File: src/core/tag_err_pkg.sv
package tag_err_pkg;
   // reply kinds
   typedef enum logic [2:0] {
      REPLY_NONE,
      REPLY_ACK,
      REPLY_NAK,
      REPLY_DATA
   } reply_kind_e;

   localparam logic [3:0] NAK_ADDR    = 4'h0;
   localparam logic [3:0] NAK_CRC     = 4'h1;
   localparam logic [3:0] NAK_PROT    = 4'h4;
   localparam logic [3:0] NAK_COLL    = 4'h5;

   localparam logic [7:0] CMD_READ    = 8'h30;
   localparam logic [7:0] CMD_WRITE   = 8'hA2;
   localparam logic [7:0] BUF_FIRST   = 8'hFC;
   localparam logic [7:0] BUF_LAST    = 8'hFF;

   // frame lengths in bytes, without CRC; then block and read sizes in bytes, and the length field width
   localparam int unsigned READ_LEN   = 2;
   localparam int unsigned WRITE_LEN  = 6;
   localparam int unsigned BLOCK_BYTES = 4;
   localparam int unsigned READ_BYTES = 16;
   localparam int unsigned LEN_W      = 5;
endpackage

File: src/core/frame_if.sv
interface frame_if;
   logic       valid;
   logic [7:0] cmd;
   logic [7:0] addr;
   logic [4:0] len;
   logic       has_crc;
   logic       crc_err;
   logic       par_err;
   logic       code_err;
   logic       incomplete;
   modport src (output valid, cmd, addr, len, has_crc, crc_err, par_err, code_err, incomplete);
   modport dst (input  valid, cmd, addr, len, has_crc, crc_err, par_err, code_err, incomplete);
endinterface

File: src/core/frame_classifier.sv
// classifies and checks a frame; combinational verdict
module frame_classifier (
   frame_if.dst          fr,
   input  wire logic     nak_on_err_i,
   output logic          fmt_bad_o,
   output logic          nak1_o
);
   logic is_rd;
   logic is_wr;
   always_comb begin
      is_rd     = fr.cmd == tag_err_pkg::CMD_READ;
      is_wr     = fr.cmd == tag_err_pkg::CMD_WRITE;
      fmt_bad_o = 1'b0;
      nak1_o    = 1'b0;
      if (fr.code_err || fr.incomplete || fr.len == 5'h0_0) begin
         fmt_bad_o = 1'b1;
      end else if (fr.par_err || fr.crc_err) begin
         fmt_bad_o = !nak_on_err_i;
         nak1_o    = nak_on_err_i;
      end else if (!fr.has_crc && fr.len == 5'h0_1) begin
         fmt_bad_o = 1'b1;
      end else if (is_wr && fr.len == 5'h0_2) begin
         fmt_bad_o = 1'b1;
      end else if (is_wr && fr.len != 5'(tag_err_pkg::WRITE_LEN)) begin
         fmt_bad_o = 1'b1;
      end else if (is_rd && fr.len != 5'(tag_err_pkg::READ_LEN)) begin
         fmt_bad_o = 1'b1;
      end else if (!fr.has_crc) begin
         fmt_bad_o = 1'b1;
      end
   end
endmodule

File: src/core/tag_rf_command_error_handler.sv
// Function
// - malformed frame: silent, then sleep
// - parity/CRC error: silent or NAK1, sleep
// - one byte without CRC: silent, sleep
// - two-byte write with CRC: silent, sleep
// - wrong-length read or write: silent, sleep
// - protected bytes read zero; fully protected NAK4
// - wholly absent address range: NAK0, sleep
// - partly absent read range padded with zeros
// - interleaved EEPROM write completes, buffer discarded
// - status flags readable at any time
// - status shows reader busy, reader ready, host ready
// - rx start, rx end, tx end events
// - buffer write not starting at first block: NAK0
// - buffer write while data ready: NAK0
module tag_rf_command_error_handler #(
   parameter int unsigned MEM_BLOCKS = 64
) (
   input  wire logic        mclk_i,
   input  wire logic        sys_rst_i,
   input  wire logic        frame_valid_i,
   input  wire logic [7:0]  frame_cmd_i,
   input  wire logic [7:0]  frame_addr_i,
   input  wire logic [4:0]  frame_len_i,
   input  wire logic        frame_has_crc_i,
   input  wire logic        frame_crc_err_i,
   input  wire logic        frame_par_err_i,
   input  wire logic        frame_code_err_i,
   input  wire logic        frame_incomplete_i,
   input  wire logic        nak_on_err_i,
   input  wire logic        tunnel_mode_i,
   input  wire logic [63:0] block_prot_i,
   input  wire logic        host_ee_busy_i,
   input  wire logic        host_data_ready_i,
   input  wire logic        host_clear_i,
   output logic             reply_valid_o,
   output logic [2:0]       reply_kind_o,
   output logic [3:0]       reply_nak_o,
   output logic [15:0]      byte_keep_o,
   output logic             sleep_o,
   output logic             ee_write_o,
   output logic             buf_write_o,
   output logic             buf_discard_o,
   output logic             reader_side_busy_flag_o,
   output logic             reader_data_ready_flag_o,
   output logic             host_data_ready_flag_o,
   output logic             rx_start_o,
   output logic             rx_end_o,
   output logic             tx_end_o
);
   frame_if fr ();
   assign fr.valid      = frame_valid_i;
   assign fr.cmd        = frame_cmd_i;
   assign fr.addr       = frame_addr_i;
   assign fr.len        = frame_len_i;
   assign fr.has_crc    = frame_has_crc_i;
   assign fr.crc_err    = frame_crc_err_i;
   assign fr.par_err    = frame_par_err_i;
   assign fr.code_err   = frame_code_err_i;
   assign fr.incomplete = frame_incomplete_i;

   logic fmt_bad;
   logic nak1;
   frame_classifier u_cls (
      .fr           (fr),
      .nak_on_err_i (nak_on_err_i),
      .fmt_bad_o    (fmt_bad),
      .nak1_o       (nak1)
   );

   function automatic logic in_mem(input logic [7:0] blk);
      in_mem = 32'(blk) < MEM_BLOCKS;
   endfunction

   function automatic logic is_prot(input logic [7:0] blk);
      is_prot = in_mem(blk) && block_prot_i[blk[5:0]];
   endfunction

   logic          busy_q;
   logic          rdy_q;
   tag_err_pkg::reply_kind_e kind_d;
   logic [3:0]    nak_d;
   logic [15:0]   keep_d;
   logic          is_rd;
   logic          is_wr;
   logic          is_buf;
   logic          do_ee_wr;
   logic          do_buf_wr;
   logic [7:0]    blk;

   always_comb begin
      is_rd     = frame_cmd_i == tag_err_pkg::CMD_READ;
      is_wr     = frame_cmd_i == tag_err_pkg::CMD_WRITE;
      is_buf    = tunnel_mode_i && frame_addr_i >= tag_err_pkg::BUF_FIRST;
      kind_d    = tag_err_pkg::REPLY_NONE;
      nak_d     = tag_err_pkg::NAK_ADDR;
      keep_d    = 16'h0000;
      do_ee_wr  = 1'b0;
      do_buf_wr = 1'b0;
      blk       = 8'h00;
      if (nak1) begin
         kind_d = tag_err_pkg::REPLY_NAK;
         nak_d  = tag_err_pkg::NAK_CRC;
      end else if (fmt_bad || !(is_rd || is_wr)) begin
         kind_d = tag_err_pkg::REPLY_NONE;
      end else if (host_ee_busy_i && !is_buf) begin
         kind_d = tag_err_pkg::REPLY_NAK;
         nak_d  = tag_err_pkg::NAK_COLL;
      end else if (is_buf && is_wr) begin
         if (frame_addr_i != tag_err_pkg::BUF_FIRST && !busy_q) begin
            kind_d = tag_err_pkg::REPLY_NAK;
         end else if (rdy_q || host_data_ready_i) begin
            kind_d = tag_err_pkg::REPLY_NAK;
         end else begin
            kind_d    = tag_err_pkg::REPLY_ACK;
            do_buf_wr = 1'b1;
         end
      end else if (is_buf && is_rd) begin
         kind_d = tag_err_pkg::REPLY_DATA;
         keep_d = 16'hFFFF;
      end else if (!in_mem(frame_addr_i)) begin
         kind_d = tag_err_pkg::REPLY_NAK;
      end else if (is_prot(frame_addr_i) && (is_wr || (is_prot(frame_addr_i + 8'h01)
               && is_prot(frame_addr_i + 8'h02) && is_prot(frame_addr_i + 8'h03)))) begin
         kind_d = tag_err_pkg::REPLY_NAK;
         nak_d  = tag_err_pkg::NAK_PROT;
      end else if (is_wr) begin
         kind_d   = tag_err_pkg::REPLY_ACK;
         do_ee_wr = 1'b1;
      end else begin
         kind_d = tag_err_pkg::REPLY_DATA;
         for (int i = 0; i < 4; i++) begin
            blk = frame_addr_i + 8'(i);
            keep_d[4*i +: 4] = (in_mem(blk) && !is_prot(blk)) ? 4'hF : 4'h0;
         end
      end
   end

   always_ff @(posedge mclk_i) begin
      if (sys_rst_i) begin
         reply_valid_o <= 1'b0;
         reply_kind_o  <= 3'h0;
         reply_nak_o   <= 4'h0;
         byte_keep_o   <= 16'h0000;
         sleep_o       <= 1'b0;
         ee_write_o    <= 1'b0;
         buf_write_o   <= 1'b0;
      end else begin
         reply_valid_o <= frame_valid_i;
         reply_kind_o  <= kind_d;
         reply_nak_o   <= nak_d;
         byte_keep_o   <= keep_d;
         sleep_o       <= frame_valid_i && (kind_d == tag_err_pkg::REPLY_NONE
                                         || kind_d == tag_err_pkg::REPLY_NAK);
         ee_write_o    <= frame_valid_i && do_ee_wr;
         buf_write_o   <= frame_valid_i && do_buf_wr;
      end
   end

   // tunnelling buffer handshake flags
   logic disc_d;
   assign disc_d = frame_valid_i && do_ee_wr && busy_q;
   always_ff @(posedge mclk_i) begin
      if (sys_rst_i) begin
         busy_q        <= 1'b0;
         rdy_q         <= 1'b0;
         rx_start_o    <= 1'b0;
         rx_end_o      <= 1'b0;
         tx_end_o      <= 1'b0;
         buf_discard_o <= 1'b0;
      end else begin
         rx_start_o    <= 1'b0;
         rx_end_o      <= 1'b0;
         tx_end_o      <= 1'b0;
         buf_discard_o <= disc_d;
         if (disc_d) begin
            busy_q <= 1'b0;
         end else if (frame_valid_i && do_buf_wr) begin
            if (frame_addr_i == tag_err_pkg::BUF_FIRST) begin
               busy_q     <= 1'b1;
               rx_start_o <= 1'b1;
            end
            if (frame_addr_i == tag_err_pkg::BUF_LAST) begin
               busy_q   <= 1'b0;
               rdy_q    <= 1'b1;
               rx_end_o <= 1'b1;
            end
         end
         if (host_clear_i && !(frame_valid_i && do_buf_wr && frame_addr_i == tag_err_pkg::BUF_LAST)) begin
            rdy_q <= 1'b0;
         end
         if (frame_valid_i && is_buf && is_rd && host_data_ready_i) begin
            tx_end_o <= 1'b1;
         end
      end
   end

   assign reader_side_busy_flag_o  = busy_q;
   assign reader_data_ready_flag_o = rdy_q;
   assign host_data_ready_flag_o   = host_data_ready_i;
endmodule

File: config.mk
export PLATFORM = sky130hd
export DESIGN_NAME = tag_rf_command_error_handler
export DESIGN_NICKNAME = d
export VERILOG_FILES = /design/src/core/tag_err_pkg.sv /design/src/core/frame_if.sv /design/src/core/frame_classifier.sv /design/src/core/tag_rf_command_error_handler.sv
export SDC_FILE = /design/constraint.sdc
export NUM_CORES = 1
export LEC_CHECK = 0
export BUFFER_PORTS_ARGS = -buffer_cell sky130_fd_sc_hd__buf_2
export CORE_ASPECT_RATIO = 1.75
export CORE_UTILIZATION = 35
export DETAILED_ROUTE_END_ITERATION = 8
export PLACE_DENSITY = 0.71
export SYNTH_ARGS = -nofsm -noshare
export SYNTH_HDL_FRONTEND = slang
export SYNTH_SLANG_ARGS = --single-unit
File: constraint.sdc
create_clock -name mclk_i -period 4.55 [get_ports mclk_i]
set_input_delay 0.2275 -clock mclk_i [delete_from_list [all_inputs] [get_ports mclk_i]]
set_output_delay 0.2275 -clock mclk_i [all_outputs]
set_load 0.05 [all_outputs]
==> metrics.md <==
| Metric | Value |
|---|---|
| Status | `complete, no violations` |
| Max-slew headroom | `0.536` |
| TNS Setup | `0 ps` |
| Gate count of the mapped netlist | `394` |
| Die H | `140 um` |
| CP top delay family | `compound AO/OA/AOI/OAI gates` |
| Post-synth EDFFs | `0` |
| Wirelength per Cell | `18.7 um` |
| PwrDens | `177 nW/um^2` |
| Final instance area | `4450 sq um` |
| Crit-path max cell delay | `720 ps` |
| Clock transition at path regs | `50 ps` |
| Sw Pwr | `0.000288 W` |
| Maximum clock path buffer count | `2` |
| Clk sink count | `18` |
| Final setup violation count | `0` |
| Sw Ratio | `0.367` |
| Diode count | `0` |
| Slew @ Worst Pin | `695 ps` |
| Vias in the first global route | `3791` |
| Area grow syn2layout | `16.9%` |
| Core area | `10600 sq um` |
| Tcrit/Tclk final | `0.719` |
| Non-filler instance count after layout | `617` |
| Antenna violations before repair | `0` |
| Drt via density | `6.09` |
| Seq pwr share | `0.203` |
| Post-Route WL | `11500 um` |
| CTS Hold Bufs | `0` |
| Number of synthesis warnings | `0` |
| Clock period minus final worst setup slack | `3270 ps` |
| First-pass GRT wire length | `18100 um` |
| Critical Path RT | `4720 ps` |
| Setup Buffers After CTS | `0` |
| Filler cells | `1039` |
| Hold Path Class | `input pin to flip-flop` |
| Clock latency on the worst-skew pair | `250 ps` |
| Final WS setup | `1280 ps` |
| CP Cell Sequence | `buf_2 -> inv_2 -> ha_1 -> mux4_2 -> nor2_1 -> a2111oi_0 -> a21oi_1 -> o21ai_0 -> o22ai_1 -> or4b_1 -> a31oi_1` |
| I/O pin count | `132` |
| Die X | `80.9 um` |
| CP max stage cell | `ha_1` |
| H-tree level count | `1` |
| Placed cell area | `4360 sq um` |
| Clock power frac | `0.241` |
| Library cells used by synthesis | `67` |
| DR iter-0 viols | `140` |
| DRC Markers | `0` |
| CP Max Fanout | `19` |
| All-Layer GR Usage | `0.204` |
| Leak Pwr | `1.90 nW` |
| Unrepaired setup endpoints after global routing | `no` |
| Total CTS buffers | `3` |
| Largest net degree at the start of global routing | `54` |
| Initial core utilization | `0.358` |
| ANT nets after route | `0` |
| Max Slew Vio Count | `0` |
| CTS tree | `done` |
| Final #Nets | `590` |
| Fmax | `306 MHz` |
| Critical Path Start Type | `input pin` |
| Async SR Flop Fraction | `0` |
| Gr ovfl total | `0` |
| Seq/Total Area, Yosys | `0.0946` |
| Count of state elements after synthesis | `18` |
| Post-cts gate resize count | `0` |
| Synthesized cell area | `3810 sq um` |
| Root Buffer | `clkbuf_16` |
| Internal | `0.000498 W` |
| DP Wirelength | `9450 um` |
| MaxCap Viol Count | `0` |
| Clock Skew | `0.728 ps` |
| Final Hold Fails | `0` |
| Crit. End Element | `flip-flop` |
| Top_reg_cell synth | `dfxtp_1` |
| IO Port Bufs | `128` |
| Sum of buffers and inverters on the critical path | `2` |
| Dpl ws | `1030 ps` |
| Die ar. | `11300 sq um` |
| Peak VDD IR | `0.256 mV` |
| Vias | `3758` |
| Share of cells above drive strength 1 | `0.384` |
| Setup Crit Path Kind | `input pin to flip-flop` |
| Data arrival at the endpoint of the critical path | `3440 ps` |
| Inst Count DP | `613` |
| GPL Wtd Cong | `0.949` |
| Proportion of power drawn by combinational gates | `0.556` |
| FP Rows | `50` |
| First-pass DRT Iterations | `4` |
| Synthesized area per cell | `9.67 sq um` |
## power by group through the flow
stage	clock, W	combinational [W]	sequential (W)
3_5_place_dp	0	0.000435	0.000163
3_3_place_gp	0	0.000427	0.000163
4_1_cts	0.000190	0.000436	0.000160
2_1_floorplan	0	0.000303	0.000169
6_report	0.000189	0.000437	0.000160
5_1_grt	0.000198	0.000470	0.000160
## cells by family (layout without fill, tap and decap cells)
family	after synthesis	in the layout	synth area share
adders and majority gates	4	4	0.0131
other	1	3	0.000985
muxes	101	101	0.434
xor gates and xnor gates	13	13	0.0338
AOI/OAI and AO/OA	77	77	0.148
DFF	18	18	0.0946
buffers and inverters	56	147	0.0933
and+or+nand+nor	124	124	0.182
## sequential cells by signal, summed over array words and instances (netlist names)
signal	cells
tx_end_o	1
byte_keep_o	4
reply_kind_o	2
sleep_o	1
rx_end_o	1
reply_nak_o	2
buf_discard_o	1
rx_start_o	1
reply_valid_o	1
reader_side_busy_flag_o	1
ee_write_o	1
buf_write_o	1
reader_data_ready_flag_o	1
## cell type report
type,count,area [sq um],share of cell area
Timing Repair Buffer,136,713,0.160
Inverter,7,26.3,0.00590
Multi-Input combinational cell,322,3100,0.696
Sequential cell,18,360,0.0809
Clock buffer,4,88.8,0.0200
Tap cell,130,163,0.0365
## placed cells by master (no fill, tap or decap), types with 4 or more instances in the layout
cell      Yosys  layout
a211oi_1      5       5
a21o_1        4       4
a21oi_1      17      17
a311oi_1      4       4
a31oi_1       5       5
buf_2        12     128
buf_4        24       7
dfxtp_1      18      18
ha_1          4       4
inv_1         5       5
mux2_2        7       7
mux2i_1      49      49
mux4_1       19      19
mux4_2       26      26
nand2_1      17      17
nand2b_1      6       6
nand3_1      16      16
nand3b_1      4       4
nand4_1       9       9
nor2_1       22      22
nor2b_1       4       4
nor3_1       12      12
nor3b_1      10      10
o211ai_1      5       5
o21ai_0       5       5
or3_1         4       4
xnor2_1       6       6
xor2_1        5       5
## routing by layer
metal / global-route usage / routed length, um / up-vias
li1: - / - / 1764
met1: 0.207 / 4020 / 1792
met2: 0.391 / 6420 / 164
met3: 0.0156 / 511 / 38
met4: 0.114 / 584 / 0
met5: 0 / 0 / -
## worst register-to-register path: stages, from the launching register on
cell and delay [ps]:
dfxtp_1 400, nor2_1 80, or4_4 450, nor2_1 190, nand4_1 180, nand3b_1 150
a41oi_1 50
## synth_stat cells (all sizes together) (5+ instances only)
cell	count	area [sq um]
a21oi	21	128
nand3	16	80.1
a31oi	5	31.3
a211oi	5	37.5
dfxtp	18	360
mux4	45	1080
xnor2	8	85.1
o21ai	5	25.0
buf	42	303
inv	7	26.3
clkbuf	7	26.3
nand4	9	56.3
mux2i	49	490
nor3	13	70.1
nand2	17	63.8
nand2b	6	37.5
xor2	5	43.8
o211ai	5	37.5
mux2	7	78.8
nor2	22	82.6
nor3b	10	75.1
## worst paths after layout
check	cells past startpoint	slack, ps	to	start
setup reg to reg	6	2900	reader_side_busy_flag_o	reader_side_busy_flag_o
setup / recovery	11	1280	reply_nak_o[2]	frame_addr_i[1]
hold / removal	3	250	reader_data_ready_flag_o	host_clear_i
hold reg to reg	2	510	reader_data_ready_flag_o	reader_data_ready_flag_o
## metrics by stage
| stage | total power (W) | utilization | hold slack (ps) |
|---|---|---|---|
| final | 0.000786 | 0.419 | 250 |
| after global routing | 0.000828 | 0.419 | 263 |
| after CTS | 0.000786 | 0.419 | 252 |
| after detailed placement | 0.000598 | 0.410 | 489 |
| after global placement | 0.000590 | 0.410 | 488 |
| after floorplan | 0.000472 | - | 373 |
No activity file was read; power rests on OpenSTA's default activity.
